[config.mk]
export PLATFORM = sky130hd
export DESIGN_NAME = nfpe_top
export DESIGN_NICKNAME = d
export VERILOG_FILES = /design/src/design/nfpe_pkg.sv /design/src/design/nfpe_top.sv
export VERILOG_INCLUDE_DIRS = /design/src /design/src/design
export SDC_FILE = /design/constraint.sdc
export NUM_CORES = 1
export LEC_CHECK = 0
export BUFFER_PORTS_ARGS = -buffer_cell sky130_fd_sc_hd__buf_2
export CORE_MARGIN = 2
export CORE_UTILIZATION = 35
export CTS_BUF_LIST = sky130_fd_sc_hd__clkbuf_16
export DETAILED_ROUTE_END_ITERATION = 10
export PLACE_DENSITY_LB_ADDON = 0.3
export RECOVER_POWER = 100
export SLEW_MARGIN = 15
export SYNTH_ARGS = -nofsm -noshare
export SYNTH_HDL_FRONTEND = slang
export SYNTH_SLANG_ARGS = --single-unit
[constraint.sdc]
create_clock -name core_clk_i -period 5.5 [get_ports core_clk_i]
set_input_delay 0.55 -clock core_clk_i [delete_from_list [all_inputs] [get_ports core_clk_i]]
set_output_delay 0.55 -clock core_clk_i [all_outputs]
set_load 0.01 [all_outputs]
[src/design/nfpe_params.svh]
// Purpose: register map, field positions, reset values and counts of the flash parity block
// Assumes: included by its bare name from the package and the top module
// Notes: definitions only
`ifndef NFPE_PARAMS_SVH
`define NFPE_PARAMS_SVH

// ************************************************************
// register byte addresses
// ************************************************************
`define NFPE_A_CONF 32'h4e00_0000
`define NFPE_A_CONT 32'h4e00_0004
`define NFPE_A_CMD 32'h4e00_0008
`define NFPE_A_ADDR 32'h4e00_000c
`define NFPE_A_DATA 32'h4e00_0010
`define NFPE_A_MEXP0 32'h4e00_0014
`define NFPE_A_MEXP1 32'h4e00_0018
`define NFPE_A_SEXP 32'h4e00_001c
`define NFPE_A_MRES0 32'h4e00_0020
`define NFPE_A_MRES1 32'h4e00_0024
`define NFPE_A_SRES 32'h4e00_0028

// ************************************************************
// field positions
// ************************************************************
`define NFPE_F_SETUP 13:12
`define NFPE_F_ACTIVE 10:8
`define NFPE_F_HOLD 6:4
`define NFPE_F_STRAPS 3:0
`define NFPE_F_RO_STRAPS 3:1
`define NFPE_F_WIDTH 0
`define NFPE_F_CE 1
`define NFPE_F_RESTART 4
`define NFPE_F_MFRZ 5
`define NFPE_F_SFRZ 6

// ************************************************************
// reset values and write masks
// ************************************************************
`define NFPE_CONF_RST 16'h1000
`define NFPE_CONT_RST 16'h0062
`define NFPE_CONF_WMASK 16'h3771
`define NFPE_CONT_WMASK 16'h0062
`define NFPE_LANE_LO_MASK 32'h00ff_00ff

// ************************************************************
// counts
// ************************************************************
`define NFPE_CAP_DELAY 3'd5
`define NFPE_MAIN_IDX_W 11
`define NFPE_SPARE_IDX_W 4
`define NFPE_PAR_W 28
`define NFPE_SPAR_W 14

`endif

[src/design/nfpe_pkg.sv]
// Purpose: types shared by the flash parity block
// Assumes: nfpe_params.svh holds the numbers
// Notes: nothing here is imported; users write nfpe_pkg::name
`include "nfpe_params.svh"

package nfpe_pkg;

   // ************************************************************
   // cycle sequencer states and operations
   // ************************************************************
   typedef enum logic [2:0] {ST_IDLE, ST_SETUP, ST_ACTIVE, ST_HOLD, ST_DONE} nfpe_state_t;
   typedef enum logic [1:0] {OP_CMD, OP_ADDR, OP_WR, OP_RD} nfpe_op_t;

   // ************************************************************
   // carriers
   // ************************************************************
   typedef struct packed {
      logic large_page_device;
      logic page_capacity_sel;
      logic address_phase_count_sel;
      logic io_width_sel;
   } nfpe_strap_t;

   typedef struct packed {
      logic [1:0] latch_setup_cycles;
      logic [2:0] strobe_active_cycles;
      logic [2:0] strobe_hold_cycles;
   } nfpe_timing_t;

   // running parity: 6 column bits then line pairs per index bit
   function automatic logic [`NFPE_PAR_W-1:0] nfpe_parity_acc(
      input logic [`NFPE_PAR_W-1:0] p,
      input logic [7:0] b,
      input logic [`NFPE_MAIN_IDX_W-1:0] idx);
      logic [`NFPE_PAR_W-1:0] n;
      logic odd;
      n = p;
      odd = ^b;
      n[0] = p[0] ^ (^(b & 8'h55));
      n[1] = p[1] ^ (^(b & 8'haa));
      n[2] = p[2] ^ (^(b & 8'h33));
      n[3] = p[3] ^ (^(b & 8'hcc));
      n[4] = p[4] ^ (^(b & 8'h0f));
      n[5] = p[5] ^ (^(b & 8'hf0));
      for (int k = 0; k < `NFPE_MAIN_IDX_W; k++)
      begin
         n[6+2*k] = p[6+2*k] ^ (odd & ~idx[k]);
         n[7+2*k] = p[7+2*k] ^ (odd & idx[k]);
      end
      return n;
   endfunction

endpackage

[src/design/nfpe_top.sv]
// Purpose: flash parity generation, expected parity store, strobe timing and strap capture
// Assumes: apb slave on core_clk_i, flash pins driven straight from this block
// Notes: one flash cycle per apb write to the command, address or data register, and per apb read of the data register
//
// Overview of operation
// RULE1: 16-bit bus: expected parity bytes per unit in 7:0/15:8, next in 23:16/31:24.
// RULE2: 8-bit bus: expected parity in bits 7:0 and 23:16, other lanes unused.
// RULE3: expected parity byte placement does not depend on endianness.
// RULE4: unfrozen generators accumulate parity over every software data read or write.
// RULE5: writing one to restart clears parity; software restarts and unfreezes before use.
// RULE6: main freeze bit 5 and spare freeze bit 6 block their generator when one.
// RULE7: a frozen parity result register holds its value through further transfers.
// RULE8: each data transfer updates main parity results with the running code; the code updates them only while main freeze bit 5 is zero.
// RULE9: unfrozen spare generator updates spare parity result on each data transfer.
// RULE10: software freezes main after a page, then runs spare area and freezes spare.
// RULE11: spare expected parity protects spare area; software stores main parity there.
// RULE12: address cycles drive the same byte on data lanes 7:0 and 15:8.
// RULE13: latch setup field 13:12 resets to 01, sets latch phase cycles.
// RULE14: strobe active field 10:8 resets to 000, strobe low for value plus one.
// RULE15: strobe hold field 6:4 resets to 000, hold phase lasts value plus one.
// RULE16: read-only bit 3 captures large page strap at reset and wake-up.
// RULE17: read-only bit 2 captures page strap at reset and wake-up.
// RULE18: read-only bit 1 captures address phase strap at reset and wake-up.
// RULE19: bit 0 loads width strap at reset and wake-up, software may overwrite.
// RULE20: straps are sampled only at reset and wake-up, later pin changes ignored.
// RULE21: restart control is write-only one-shot and clears both generators.
// RULE22: both freeze bits reset to one, no parity until software unfreezes.
// RULE23: main parity per lane is 28 bits: 22 line plus 6 column.
// RULE24: command or address cycle: latch setup, strobe low active, hold, then next.
`timescale 1ns/1ps
`include "nfpe_params.svh"

module nfpe_top #(
   parameter int unsigned MAIN_IDX_W = `NFPE_MAIN_IDX_W,
   parameter int unsigned SPARE_IDX_W = `NFPE_SPARE_IDX_W
) (
   input wire logic core_clk_i,
   input wire logic rst_n_i,
   input wire logic psel_i,
   input wire logic penable_i,
   input wire logic pwrite_i,
   input wire logic [31:0] paddr_i,
   input wire logic [31:0] pwdata_i,
   output logic [31:0] prdata_o,
   output logic pready_o,
   output logic pslverr_o,
   input wire nfpe_pkg::nfpe_strap_t strap_pins_i,
   input wire logic wake_i,
   input wire logic [15:0] io_i,
   output logic [15:0] io_o,
   output logic io_oe_n_o,
   output logic cle_o,
   output logic ale_o,
   output logic we_n_o,
   output logic re_n_o,
   output logic ce_n_o
);

   // ************************************************************
   // apb decode
   // ************************************************************
   wire logic acc_w = psel_i & penable_i;
   wire logic setup_ph_w = psel_i & ~penable_i;
   wire logic hit_conf = (paddr_i == `NFPE_A_CONF);
   wire logic hit_cont = (paddr_i == `NFPE_A_CONT);
   wire logic hit_cmd = (paddr_i == `NFPE_A_CMD);
   wire logic hit_addr = (paddr_i == `NFPE_A_ADDR);
   wire logic hit_data = (paddr_i == `NFPE_A_DATA);
   wire logic hit_mexp0 = (paddr_i == `NFPE_A_MEXP0);
   wire logic hit_mexp1 = (paddr_i == `NFPE_A_MEXP1);
   wire logic hit_sexp = (paddr_i == `NFPE_A_SEXP);
   wire logic hit_mres0 = (paddr_i == `NFPE_A_MRES0);
   wire logic hit_mres1 = (paddr_i == `NFPE_A_MRES1);
   wire logic hit_sres = (paddr_i == `NFPE_A_SRES);
   wire logic hit_any = hit_conf | hit_cont | hit_cmd | hit_addr | hit_data | hit_mexp0
                        | hit_mexp1 | hit_sexp | hit_mres0 | hit_mres1 | hit_sres;
   wire logic is_flash = (pwrite_i & (hit_cmd | hit_addr | hit_data)) | (~pwrite_i & hit_data);

   nfpe_pkg::nfpe_state_t st_q;
   nfpe_pkg::nfpe_state_t st_d;
   nfpe_pkg::nfpe_op_t op_q;
   logic [2:0] cnt_q;
   logic [2:0] cnt_d;
   logic [15:0] io_q;
   logic [15:0] conf_q;
   logic [15:0] cont_q;
   logic [31:0] mexp0_q;
   logic [31:0] mexp1_q;
   logic [31:0] sexp_q;
   logic [31:0] prdata_q;

   assign pready_o = ~is_flash | (st_q == nfpe_pkg::ST_DONE);
   assign pslverr_o = acc_w & ~hit_any;
   assign prdata_o = prdata_q;

   wire logic wr_en = acc_w & pwrite_i & pready_o & hit_any;
   wire logic width16 = conf_q[`NFPE_F_WIDTH];
   wire logic mfrz = cont_q[`NFPE_F_MFRZ];
   wire logic sfrz = cont_q[`NFPE_F_SFRZ];
   wire logic restart_w = wr_en & hit_cont & pwdata_i[`NFPE_F_RESTART]; // [RULE5] [RULE21]

   nfpe_pkg::nfpe_timing_t tim;
   assign tim = {conf_q[`NFPE_F_SETUP], conf_q[`NFPE_F_ACTIVE], conf_q[`NFPE_F_HOLD]};

   // ************************************************************
   // strap capture
   // ************************************************************
   logic [3:0] s1_q;
   logic [3:0] s2_q;
   logic [3:0] s3_q;
   logic [3:0] filt_q;
   logic [2:0] cap_q;
   wire logic cap_w = (cap_q == 3'd1);
   wire logic [2:0] cap_d = wake_i ? `NFPE_CAP_DELAY : ((cap_q != 3'd0) ? cap_q - 3'd1 : 3'd0);
   wire logic [3:0] filt_d = (s2_q & s3_q) | (filt_q & (s2_q | s3_q));

   always_ff @(posedge core_clk_i or negedge rst_n_i)
   begin
      if (!rst_n_i)
      begin
         s1_q <= 4'h0;
         s2_q <= 4'h0;
         s3_q <= 4'h0;
         filt_q <= 4'h0;
         cap_q <= `NFPE_CAP_DELAY;
      end
      else
      begin
         s1_q <= strap_pins_i;
         s2_q <= s1_q;
         s3_q <= s2_q;
         filt_q <= filt_d;
         cap_q <= cap_d;
      end
   end

   // ************************************************************
   // configuration, control and expected parity registers
   // ************************************************************
   wire logic [15:0] conf_wr = (pwdata_i[15:0] & `NFPE_CONF_WMASK) | (conf_q & ~`NFPE_CONF_WMASK);
   wire logic [15:0] conf_d = cap_w ? {conf_q[15:4], filt_q} // [RULE16] [RULE17] [RULE18] [RULE19] [RULE20]
                              : (wr_en & hit_conf) ? conf_wr : conf_q; // [RULE13] [RULE14] [RULE15]
   wire logic [15:0] cont_d = (wr_en & hit_cont) ? (pwdata_i[15:0] & `NFPE_CONT_WMASK) : cont_q; // [RULE6]

   always_ff @(posedge core_clk_i or negedge rst_n_i)
   begin
      if (!rst_n_i)
      begin
         conf_q <= `NFPE_CONF_RST;
         cont_q <= `NFPE_CONT_RST; // [RULE22]
         mexp0_q <= 32'h0000_0000;
         mexp1_q <= 32'h0000_0000;
         sexp_q <= 32'h0000_0000;
      end
      else
      begin
         conf_q <= conf_d;
         cont_q <= cont_d;
         mexp0_q <= (wr_en & hit_mexp0) ? pwdata_i : mexp0_q;
         mexp1_q <= (wr_en & hit_mexp1) ? pwdata_i : mexp1_q;
         sexp_q <= (wr_en & hit_sexp) ? pwdata_i : sexp_q;
      end
   end

   // ************************************************************
   // flash cycle sequencer
   // ************************************************************
   wire logic start_w = acc_w & is_flash & (st_q == nfpe_pkg::ST_IDLE);
   nfpe_pkg::nfpe_op_t op_new;
   assign op_new = ~pwrite_i ? nfpe_pkg::OP_RD : hit_cmd ? nfpe_pkg::OP_CMD
                   : hit_addr ? nfpe_pkg::OP_ADDR : nfpe_pkg::OP_WR;
   wire logic latch_op = (op_new == nfpe_pkg::OP_CMD) | (op_new == nfpe_pkg::OP_ADDR);
   wire logic [15:0] io_new = (op_new == nfpe_pkg::OP_ADDR) ? {2{pwdata_i[7:0]}} // [RULE12]
                              : {pwdata_i[15:8] & {8{width16}}, pwdata_i[7:0]};

   always_comb
   begin
      st_d = st_q;
      cnt_d = cnt_q;
      case (st_q)
         nfpe_pkg::ST_IDLE:
            if (start_w)
            begin
               if (latch_op && tim.latch_setup_cycles != 2'd0)
               begin
                  st_d = nfpe_pkg::ST_SETUP;
                  cnt_d = {1'b0, tim.latch_setup_cycles} - 3'd1; // [RULE13] [RULE24]
               end
               else
               begin
                  st_d = nfpe_pkg::ST_ACTIVE;
                  cnt_d = tim.strobe_active_cycles;
               end
            end
         nfpe_pkg::ST_SETUP:
            if (cnt_q == 3'd0)
            begin
               st_d = nfpe_pkg::ST_ACTIVE;
               cnt_d = tim.strobe_active_cycles; // [RULE14]
            end
            else
               cnt_d = cnt_q - 3'd1;
         nfpe_pkg::ST_ACTIVE:
            if (cnt_q == 3'd0)
            begin
               st_d = nfpe_pkg::ST_HOLD;
               cnt_d = tim.strobe_hold_cycles; // [RULE15]
            end
            else
               cnt_d = cnt_q - 3'd1;
         nfpe_pkg::ST_HOLD:
            if (cnt_q == 3'd0)
               st_d = nfpe_pkg::ST_DONE; // [RULE24]
            else
               cnt_d = cnt_q - 3'd1;
         nfpe_pkg::ST_DONE:
            st_d = nfpe_pkg::ST_IDLE;
         default:
            st_d = nfpe_pkg::ST_IDLE;
      endcase
   end

   wire logic busy = (st_q == nfpe_pkg::ST_SETUP) | (st_q == nfpe_pkg::ST_ACTIVE)
                     | (st_q == nfpe_pkg::ST_HOLD);
   wire logic strobe_end = (st_q == nfpe_pkg::ST_ACTIVE) & (cnt_q == 3'd0);
   wire logic xfer_w = strobe_end & ((op_q == nfpe_pkg::OP_WR) | (op_q == nfpe_pkg::OP_RD));
   wire logic [15:0] xdata = (op_q == nfpe_pkg::OP_RD) ? io_i : io_q;

   assign cle_o = busy & (op_q == nfpe_pkg::OP_CMD);
   assign ale_o = busy & (op_q == nfpe_pkg::OP_ADDR);
   assign we_n_o = ~((st_q == nfpe_pkg::ST_ACTIVE) & (op_q != nfpe_pkg::OP_RD));
   assign re_n_o = ~((st_q == nfpe_pkg::ST_ACTIVE) & (op_q == nfpe_pkg::OP_RD));
   assign io_oe_n_o = ~(busy & (op_q != nfpe_pkg::OP_RD));
   assign io_o = io_q;
   assign ce_n_o = cont_q[`NFPE_F_CE];

   always_ff @(posedge core_clk_i or negedge rst_n_i)
   begin
      if (!rst_n_i)
      begin
         st_q <= nfpe_pkg::ST_IDLE;
         op_q <= nfpe_pkg::OP_CMD;
         cnt_q <= 3'd0;
         io_q <= 16'h0000;
      end
      else
      begin
         st_q <= st_d;
         cnt_q <= cnt_d;
         op_q <= start_w ? op_new : op_q;
         io_q <= start_w ? io_new : io_q;
      end
   end

   // ************************************************************
   // parity generators, one per byte lane
   // ************************************************************
   logic [MAIN_IDX_W-1:0] midx_q;
   logic [SPARE_IDX_W-1:0] sidx_q;
   wire logic mupd = xfer_w & ~mfrz; // [RULE4] [RULE6]
   wire logic supd = xfer_w & ~sfrz; // [RULE9]

   always_ff @(posedge core_clk_i or negedge rst_n_i)
   begin
      if (!rst_n_i)
      begin
         midx_q <= '0;
         sidx_q <= '0;
      end
      else
      begin
         midx_q <= restart_w ? '0 : mupd ? midx_q + 1'b1 : midx_q;
         sidx_q <= restart_w ? '0 : supd ? sidx_q + 1'b1 : sidx_q;
      end
   end

   for (genvar g = 0; g < 2; g++)
   begin : lane
      logic [`NFPE_PAR_W-1:0] m_q;
      logic [`NFPE_SPAR_W-1:0] s_q;
      wire logic en = (g == 0) | width16;
      wire logic [7:0] b = xdata[8*g +: 8];
      wire logic [`NFPE_PAR_W-1:0] m_acc = nfpe_pkg::nfpe_parity_acc(m_q, b,
                                         `NFPE_MAIN_IDX_W'(midx_q)); // [RULE23]
      wire logic [`NFPE_PAR_W-1:0] s_acc = nfpe_pkg::nfpe_parity_acc(
                                         {{(`NFPE_PAR_W-`NFPE_SPAR_W){1'b0}}, s_q}, b,
                                         `NFPE_MAIN_IDX_W'(sidx_q));
      always_ff @(posedge core_clk_i or negedge rst_n_i)
      begin
         if (!rst_n_i)
         begin
            m_q <= '0;
            s_q <= '0;
         end
         else
         begin
            m_q <= restart_w ? '0 : (mupd & en) ? m_acc : m_q; // [RULE7] [RULE8]
            s_q <= restart_w ? '0 : (supd & en) ? s_acc[`NFPE_SPAR_W-1:0] : s_q; // [RULE7]
         end
      end
   end

   // ************************************************************
   // read data
   // ************************************************************
   wire logic [31:0] lane_mask = width16 ? 32'hffff_ffff : `NFPE_LANE_LO_MASK; // [RULE1] [RULE2]
   wire logic [31:0] sres_w = {2'b00, lane[1].s_q, 2'b00, lane[0].s_q};
   wire logic [31:0] rd_mux = hit_conf ? {16'h0000, conf_q}
                              : hit_cont ? {16'h0000, cont_q}
                              : hit_mexp0 ? (mexp0_q & lane_mask) // [RULE3]
                              : hit_mexp1 ? (mexp1_q & lane_mask)
                              : hit_sexp ? (sexp_q & lane_mask)
                              : hit_mres0 ? {4'h0, lane[0].m_q}
                              : hit_mres1 ? {4'h0, lane[1].m_q}
                              : hit_sres ? sres_w : 32'h0000_0000;

   always_ff @(posedge core_clk_i or negedge rst_n_i)
   begin
      if (!rst_n_i)
         prdata_q <= 32'h0000_0000;
      else if (setup_ph_w && !pwrite_i && !hit_data)
         prdata_q <= rd_mux;
      else if (strobe_end && op_q == nfpe_pkg::OP_RD)
         prdata_q <= {16'h0000, (width16 ? io_i : {8'h00, io_i[7:0]})};
      else
         prdata_q <= prdata_q;
   end

   // ************************************************************
   // checks
   // ************************************************************
   logic [2:0] seg_q;
   always_ff @(posedge core_clk_i or negedge rst_n_i)
   begin
      if (!rst_n_i)
         seg_q <= 3'd0;
      else
         seg_q <= (st_d != st_q) ? 3'd0 : seg_q + 3'd1;
   end
endmodule

# ---- Yosys cells after proc, flatten, opt, wreduce, memory -nomap -nowiden
# Cells that the tools add are included.
# Widths: inputs -> output; s select.
dict set report op_classes {
  mux 45
  n_bitwise 223
  reduce_logical 36
  add_sub_neg 5
  n_eq_ne 26
}
# op n
set op_table {}
lappend op_table {{$eq 32x31->1 const B} 11}
lappend op_table {{$mux 32} 10}
lappend op_table {{$mux 28} 4}
lappend op_table {{$reduce_xor 8->1} 14}
lappend op_table {{$and 32x32->32} 3}
lappend op_table {{$and 1x1->1} 87}
lappend op_table {{$xor 1x1->1} 84}
lappend op_table {{$mux 14} 4}
lappend op_table {{$mux 16} 3}
lappend op_table {{$mux 3} 11}
lappend op_table {{$mux 30} 1}
lappend op_table {{$not 1->1} 25}
lappend op_table {{$pmux 3 s4} 2}
lappend op_table {{$mux 11} 2}
lappend op_table {{$or 1x1->1} 18}
lappend op_table {{$mux 4} 4}
lappend op_table {{$or 14x16->16} 1}
lappend op_table {{$reduce_bool 2->1} 7}
lappend op_table {{$add 11x1->11 const B} 1}
lappend op_table {{$and 4x4->4} 2}
lappend op_table {{$and 8x8->8} 1}
lappend op_table {{$mux 2} 4}
lappend op_table {{$or 4x4->4} 2}
lappend op_table {{$eq 3x1->1 const B} 2}
lappend op_table {{18 further kinds} 32}
dict set report word_totals {
  output_inout_bits 56
  regBits 289
  word_cells 357
}

# ---- Logic depth before layout (Yosys ltp)
# Gate-level depths: netlist (run 1).
dict set report depth {
  ltp_word 15
  mapped_depth 11
  depth_no_buf 8
}

# ---- Worst setup path after synthesis (run 1)
# OpenSTA, ideal clock, no wires.
dict set report synth_path {
  kind {input -> register}
  from {input paddr_i[21]}
  to {register conf_q[10]}
  required_ns 5.375
  setup_slack_ns 2.475
  stages 7
  t_arrival_ns 2.900
  path_cell_list {or4b_4 or2_1 buf_6 or3_1 or4_4 nor2_8 mux2_2}
}
dict set report synth_between {
  elab_chain_cells 14
  word_cells_on_any_way 32
  classes_between {eq/ne (11); bitwise (20); reduce/logical (1)}
}
# element line
set synth_lines {}
lappend synth_lines {{start, declared} nfpe_top.sv:42} ;# input wire logic [31:0] paddr_i,
lappend synth_lines {{$eq 32x31->1 (no source line)} --}
lappend synth_lines {{$or 1x1->1 (5 in a row)} nfpe_top.sv:75} ;# wire logic hit_any = hit_conf | hit_cont | hit_cmd | hit_addr | hit_data | hit_mexp0
lappend synth_lines {{$or 1x1->1 (5 in a row)} nfpe_top.sv:76} ;# | hit_mexp1 | hit_sexp | hit_mres0 | hit_mres1 | hit_sres;
lappend synth_lines {{$and 1x1->1} nfpe_top.sv:96} ;# wire logic wr_en = acc_w & pwrite_i & pready_o & hit_any;
lappend synth_lines {{$and 1x1->1 (*)} nfpe_top.sv:142} ;# : (wr_en & hit_conf) ? conf_wr : conf_q;
lappend synth_lines {{$reduce_and 2->1 (no source line) (*)} --}
lappend synth_lines {{end signal, assigned} nfpe_top.sv:149} ;# conf_q <= `NFPE_CONF_RST;
lappend synth_lines {{end signal, assigned} nfpe_top.sv:157} ;# conf_q <= conf_d;
lappend synth_lines {{end, declared} nfpe_top.sv:85} ;# logic [15:0] conf_q;
# Mark *: on every way between the ends. The rest lies on a longest branch, timed or not.
# A chain may end at the register's enable or synchronous reset.

# ---- Worst setup path in the final report (run 1)
dict set report layout_path {
  from {input paddr_i[21]}
  to {register mexp1_q[3]}
}
dict set report layout_between {
  elab_chain_cells 13
  word_cells_on_any_way 31
  classes_between {eq/ne (11); bitwise (20)}
}
# element line
set layout_lines {}
lappend layout_lines {{$eq 32x31->1 (no source line)} --}
lappend layout_lines {{$or 1x1->1 (5 in a row)} nfpe_top.sv:75}
lappend layout_lines {{$or 1x1->1 (5 in a row)} nfpe_top.sv:76}
lappend layout_lines {{$and 1x1->1} nfpe_top.sv:96}
lappend layout_lines {{$and 1x1->1 (*)} nfpe_top.sv:160} ;# mexp1_q <= (wr_en & hit_mexp1) ? pwdata_i : mexp1_q;
lappend layout_lines {{end signal, assigned} nfpe_top.sv:160}
lappend layout_lines {{end, declared} nfpe_top.sv:88} ;# logic [31:0] mexp1_q;
# Marked as above.

==> flow_summary_export.csv, run 1 <==
group,metric,value,unit
layout,fin_util,0.407,
clock_tree,cts_buffers,30,
die,die_area,0.0443,mm²
timing,post-route-period-util,0.794,
clock_tree,cts_setup_buffers,0,
placed_design,port_buffers,145,
synth,synth_seq_area_share,0.479,
layout,diodes,0,
placed_design,place_inst,2054,
synth,synthSimpleGateAreaFrac,0.161,
worst_setup_path,rrSetupSlack,1300,ps
clock_tree,hold_buffers,1,
synth,synth_top_family_by_area,"simple AND/OR/NAND/NOR gates",
timing,tightest_slew,2660,ps
global_routing,grt_usage,0.216,
global_routing,grt_pass1_vias,11900,
routing,drc,0,
die,die_h,210,µm
worst_hold_path,hp-class,"in -> reg",
synth,synth_async_sr_flop_share,1.00,
worst_setup_path,cp.arrival,4830,ps
status,outcome,"complete, but fails checks",
die,row_count,75,
die,io_pins,146,
clock_tree,clk_pin_slew,60,ps
clock_tree,cts_sinks,285,
worst_setup_path,r2r_cells,6,
timing,skew,30.4,ps
worst_setup_path,required,5960,ps
power_and_ir_drop,ir_drop,0.000233,V
timing,rsz0062_at_grt,"no",
timing,min_period,4370,ps
power_and_ir_drop,p_per_area,277,mW/mm²
timing,slew-limit-headroom,-0.773,
synth,synthMuxAreaShare,0.103,
power_and_ir_drop,p_total,4.73,mW
synth,syn_area_per_cell,10.2,µm²
timing,hold_viol_final,0,
synth,ys.flop_type,"dfrtp_1",
synth,ys_warn_count,0,
clock_tree,cts_max_path_buffers,3,
global_routing,grt_antenna_before_repair,2,
synth,ys_types,77,
synth,synth_compound_area_frac,0.137,
die,fp.dieW,210,µm
routing,wl_per_cell,22.8,µm
synth,syn-num-nets,1554,
routing,ant_nets,0,
layout,fin_nets,1645,
routing,viasPerCell,5.80,
power_and_ir_drop,power.leakage,6.92,nW
global_routing,grt_pass1_wl,73.4,mm
worst_setup_path,crit_path_max_fanout,20,
synth,ys_top_cells_by_area,"dfrtp_1 47%, mux2_2 9.0%, xnor2_1 4.6%, nor2_1 3.0%, xor2_1 2.7%",
synth,yosysMostFrequentCell,"dfrtp_1",
worst_setup_path,critPathKind,"in -> reg",
global_routing,overflow,0,
placed_design,gp_congestion,0.929,
global_routing,grt_max_degree,130,
timing,fmax,229,MHz
status,violations,"max-capacitance violations, max-slew violations",
die,floorplan.core_area,0.0419,mm²
placed_design,dp.final_hpwl,33.9,mm
clock_tree,insertion_delay,590,ps
worst_setup_path,startpoint,"paddr_i[21]",
worst_hold_path,min-delay-start,"strap_pins_i[1]",
timing,finalSetupViolations,0,
synth,syn_area,0.0149,mm²
clock_tree,cts_tree,"built",
timing,hold_ws,78.8,ps
worst_setup_path,r2r-end,"lane[1].s_q[3]",
synth,synth_edf_count,0,
synth,syn_inst,1457,
layout,area_growth,14.5,%
timing,drv_slew,316,
routing,vias,12200,
layout,drive_gt1_frac,0.199,
clock_tree,htreeDepth,1,
routing,firstDrtPassIters,8,
synth,yosysTopAreaCell,"dfrtp_1",
synth,synth-seq-cells,285,
layout,final_cells,2110,
worst_setup_path,startpoint_type,"input pin",
routing,drt_iter0_markers,1157,
layout,filler_cell_count,4113,
worst_setup_path,critPathCaptureType,"register",
synth,synth-adder-area-share,0.00856,
worst_hold_path,hold_depth,1,
clock_tree,cts-root-buf,"clkbuf_16",
worst_hold_path,hold_end,"s1_q[1]",
routing,wirelength,48.1,mm
timing,tns,0,ps
clock_tree,post_cts_resized,0,
synth,yosys-top-cells-count,"279 x dfrtp_1, 120 x nor2_1, 119 x mux2_2",
die,start_util,0.355,
synth,synth_xor_area_frac,0.0734,
run,cap_violations,7,
synth,synth_top_area_frac,0.468,
worst_setup_path,reg2reg_from,"op_q[1]",
[worst max-delay path by stage]
stage / to / slack, ps / cells past startpoint
global placement: prdata_o[18] / 1550 / 7
finish: mexp1_q[3] / 1130 / 7
global route: lane[0].m_q[5] / 930 / 3
floorplan: conf_q[10] / 2470 / 7
detailed placement: prdata_o[21] / 1480 / 7
CTS: pready_o / 1750 / 7
[through the flow]
stage | cell area, µm² | worst slack (ps)
2_1_floorplan | 14900 | 2470
3_3_place_gp | 16200 | 1550
3_5_place_dp | 16200 | 1480
4_1_cts | 17300 | 1750
5_1_grt | 17100 | 930
6_report | 17100 | 1130
[state kept, by name (all words and copies together) (netlist names), 11 cells and up]
register,cells
prdata_o,32
mexp0_q,32
io_o,16
midx_q,11
mexp1_q,32
sexp_q,32
conf_q,12
lane.m_q,56
lane.s_q,28
[routing by layer]
layer	vias to the layer above	routed length, µm	GRT usage
met3	62	3150	0.0292
met2	516	22900	0.357
met5	-	22	0
met4	4	1320	0.0651
met1	6163	20800	0.294
li1	5490	-	-
[cell families after synthesis]
logic type / Yosys count
compound gates: 300
flops: 285
simple gates: 465
fa+ha+maj: 11
mux: 139
xor+xnor: 125
buf+inv: 132
[power breakdown]
group / internal, mW / total (mW) / switching, mW
clock: 1.32 / 2.19 / 0.875
combinational: 0.107 / 0.369 / 0.263
sequential: 2.14 / 2.16 / 0.0254
total: 3.56 / 4.73 / 1.16
[cells in the final DEF (no fill, tap or decap), drive strengths merged, types with 16 or more instances in the layout]
| cell | count |
|---|---|
| nand4 | 16 |
| a22oi | 32 |
| nor2 | 122 |
| dfrtp | 279 |
| xor2 | 46 |
| buf | 111 |
| nand2 | 103 |
| nand3 | 74 |
| nor4 | 25 |
| or3 | 26 |
| mux2 | 120 |
| nor3 | 31 |
| xnor2 | 79 |
| inv | 20 |
| a222oi | 26 |
| a21oi | 80 |
| mux2i | 19 |
| clkbuf | 94 |
| o21ai | 34 |
| o22ai | 34 |
[worst max-delay path: stages]
cell,delay (ps)
buf_2,100
or4b_1,650
or2_0,760
nor4_1,540
and3_1,650
clkbuf_1,1120
mux2_2,440
[area by class of cell]
class	instances	area, µm²	area share
sequential	285	7140	0.418
multi-input combinational	1040	7250	0.425
clock inverter	25	309	0.0181
timing repair buffer	176	886	0.0519
tap	539	674	0.0395
clock buffer	30	751	0.0440
inverter	15	56.3	0.00330
Power figures use the tool's default switching activity.
==> run 2: changes to the inputs <==
--- a/config.mk
+++ b/config.mk
@@ -6,6 +6,7 @@
 export SDC_FILE = /design/constraint.sdc
 export NUM_CORES = 1
 export LEC_CHECK = 0
+export ABC_AREA = 1
 export BUFFER_PORTS_ARGS = -buffer_cell sky130_fd_sc_hd__buf_2
 export CORE_MARGIN = 2
 export CORE_UTILIZATION = 35
==> constraint.sdc (replaced) <==
create_clock -name core_clk_i -period 4.3 [get_ports core_clk_i]
set_input_delay 0.43 -clock core_clk_i [delete_from_list [all_inputs] [get_ports core_clk_i]]
set_output_delay 0.43 -clock core_clk_i [all_outputs]
set_load 0.01 [all_outputs]
==> flow_summary_export.csv, run 2 <==
group,metric,value,unit
power_and_ir_drop,swShare,0.262,
synth,syn_inst,1949,
power_and_ir_drop,p_switching,1.69,mW
layout,fin_nets,2169,
placed_design,dp.final_hpwl,35.7,mm
layout,drive_gt1_frac,0.0969,
timing,finalSetupViolations,0,
worst_hold_path,min-delay-start,"wake_i",
synth,syn_area,0.0151,mm²
timing,slew-limit-headroom,-0.806,
worst_setup_path,critPathCaptureType,"register",
die,start_util,0.353,
clock_tree,insertion_delay,540,ps
routing,dr_wl_met2,22.8,mm
die,die_h,212,µm
worst_setup_path,crit_path_max_fanout,18,
synth,synth_async_sr_flop_share,1.00,
global_routing,overflow,0,
clock_tree,cts_setup_buffers,0,
clock_tree,cts_tree,"built",
timing,tightest_slew,2710,ps
synth,ys_warn_count,0,
routing,drt_iter0_markers,1235,
timing,post-route-period-util,0.856,
worst_setup_path,critPathCapture,"lane[0].s_q[8]",
timing,tns,0,ps
clock_tree,cts_sinks,285,
clock_tree,cts-root-buf,"clkbuf_16",
run,cap_violations,2,
routing,wirelength,49.6,mm
die,io_pins,146,
synth,synth-seq-cells,285,
worst_setup_path,path_buf_inv,5,
placed_design,port_buffers,145,
worst_setup_path,crit_slowest_cell,"inv_1",
power_and_ir_drop,combPwrFrac,0.079,
layout,largest_register_ffs,56,
placed_design,gp_congestion,0.942,
status,outcome,"complete, but fails checks",
worst_setup_path,critPathKind,"in -> reg",
worst_hold_path,hp-class,"in -> reg",
worst_setup_path,reg2reg_from,"op_q[1]",
clock_tree,cts_max_path_buffers,3,
worst_setup_path,startpoint_type,"input pin",
worst_setup_path,required,4710,ps
layout,final_cell_mix,"504 x nand2_1, 278 x dfrtp_1, 242 x inv_1",
timing,drv_slew,120,
routing,vias,13800,
timing,min_period,3680,ps
routing,highest_layer,"met4",
routing,wl_per_cell,18.8,µm
global_routing,grt_max_degree,119,
die,die_area,0.0448,mm²
worst_setup_path,startpoint,"paddr_i[1]",
global_routing,grt_pass1_wl,76.7,mm
worst_setup_path,rrSetupSlack,740,ps
power_and_ir_drop,seqPwrFrac,0.465,
routing,drc,0,
die,fp.dieW,212,µm
layout,fin_util,0.406,
synth,yosysTopAreaCell,"dfrtp_1",
clock_tree,post_cts_resized,0,
clock_tree,clk_pin_slew,60,ps
synth,syn_area_per_cell,7.74,µm²
synth,ys_top_cells_by_area,"dfrtp_1 46%, nand2_1 12%, o21ai_0 6.3%, inv_1 5.8%, nand3_1 4.9%",
power_and_ir_drop,ir_drop,0.000386,V
synth,yosysMostFrequentCell,"nand2_1",
worst_setup_path,r2r_cells,12,
die,floorplan.core_area,0.0428,mm²
die,row_count,76,
worst_setup_path,crit_cells,15,
power_and_ir_drop,pwr-share-clk,0.456,
worst_setup_path,r2r-end,"lane[0].m_q[13]",
global_routing,grt_usage,0.222,
global_routing,grt_antenna_before_repair,1,
power_and_ir_drop,p_per_area,371,mW/mm²
routing,ant_nets,0,
routing,viasPerCell,5.23,
worst_setup_path,cp_cell_sequence,"buf_2 -> nor2_1 -> nand2_1 -> nor2_1 -> clkbuf_1 -> nand3_2 -> nand2_1 -> nor2_1 -> nand2_2 -> nand4_2 -> inv_1 -> buf_4 -> nor2_1 -> nand2_1 -> inv_1",
worst_setup_path,cpPeakStageDelay,740,ps
worst_setup_path,critical_path.top_delay_family,"simple AND/OR/NAND/NOR gates",
timing,hold_viol_final,0,
timing,fmax,272,MHz
synth,yosys-top-cells-count,"501 x nand2_1, 279 x dfrtp_1, 233 x inv_1",
worst_setup_path,cp.arrival,4100,ps
power_and_ir_drop,power.internal,4.76,mW
synth,syn-num-nets,2046,
layout,top_register,"lane.m_q",
worst_setup_path,crit_path_frequent_cell,"nor2_1",
power_and_ir_drop,power.leakage,8.58,nW
global_routing,grt_pass1_vias,13200,
timing,skew,19.5,ps
routing,wl_met1,21.8,mm
layout,layout_commonest_cell,"nand2_1",
timing,rsz0062_at_grt,"no",
synth,synth_edf_count,0,
synth,ys_types,48,
synth,synth_top_area_frac,0.463,
routing,met3_length,3.13,mm
status,violations,"max-capacitance violations, max-slew violations",
clock_tree,cts_buffers,34,
clock_tree,htreeDepth,2,
layout,area_growth,15.2,%
clock_tree,hold_buffers,4,
synth,ys.flop_type,"dfrtp_1",
routing,firstDrtPassIters,5,
synth,synth_seq_area_share,0.473,
[run 2: cell count changes in the layout (fill, tap and decap cells not counted), sizes merged, moves of 30 or more]
cell / before / now
o41ai: 0 / 30
inv: 20 / 251
mux2: 120 / 3
nand3: 74 / 150
nand2: 103 / 512
a22oi: 32 / 0
o21ai: 34 / 220
xnor2: 79 / 19
[run 2: power by group through the flow]
stage | logic, mW | clock network [mW] | registers [mW]
floorplan | 0.301 | 0 | 2.95
global placement | 0.503 | 0 | 3.04
detailed placement | 0.513 | 0 | 3.04
CTS | 0.517 | 3.00 | 2.99
global route | 0.577 | 3.12 | 3.01
finish | 0.512 | 2.94 | 3.00
[run 2: cell type report]
cell class,instances,area (µm²)
tap,546,683
clock inverter,25,259
sequential,285,7140
fill,4405,25400
inverter,246,926
antenna,1,2.50
timing repair buffer,178,912
clock buffer,35,876
multi-input combinational,1327,6590
[run 2: per-layer routing]
metal | vias to the layer above | track usage
li1 | 6595 | -
met1 | 6677 | 0.305
met2 | 477 | 0.348
met3 | 85 | 0.0353
met4 | 0 | 0.0932
met5 | - | 0
[run 2: through the flow]
stage | std cells | power [mW] | cell area, µm² | setup WS (ps) | hold slack (ps)
finish | 2643 | 6.46 | 17400 | 619 | 65.3
global route | 2643 | 6.71 | 17400 | 393 | 57.4
CTS | 2641 | 6.51 | 17500 | 1160 | 3.29
detailed placement | 2577 | 3.55 | 16300 | 635 | 337
global placement | 2577 | 3.54 | 16300 | 867 | 334
floorplan | 1949 | 3.26 | 15100 | 2150 | 134
[run 2: kinds of logic after synthesis]
kind of cell,count (synthesis),synth area share
compound gates,380,0.145
xor+xnor,57,0.0366
fa+ha+maj,11,0.00846
buf+inv,337,0.0893
flops,285,0.473
mux,3,0.00224
simple gates,876,0.246
[run 2: how the worst min path moves through the flow]
stage,to,depth (start not counted)
global route,cap_q[1],2
floorplan,cap_q[1],0
CTS,s1_q[3],1
detailed placement,s2_q[1],0
global placement,s2_q[1],0
finish,cap_q[1],2
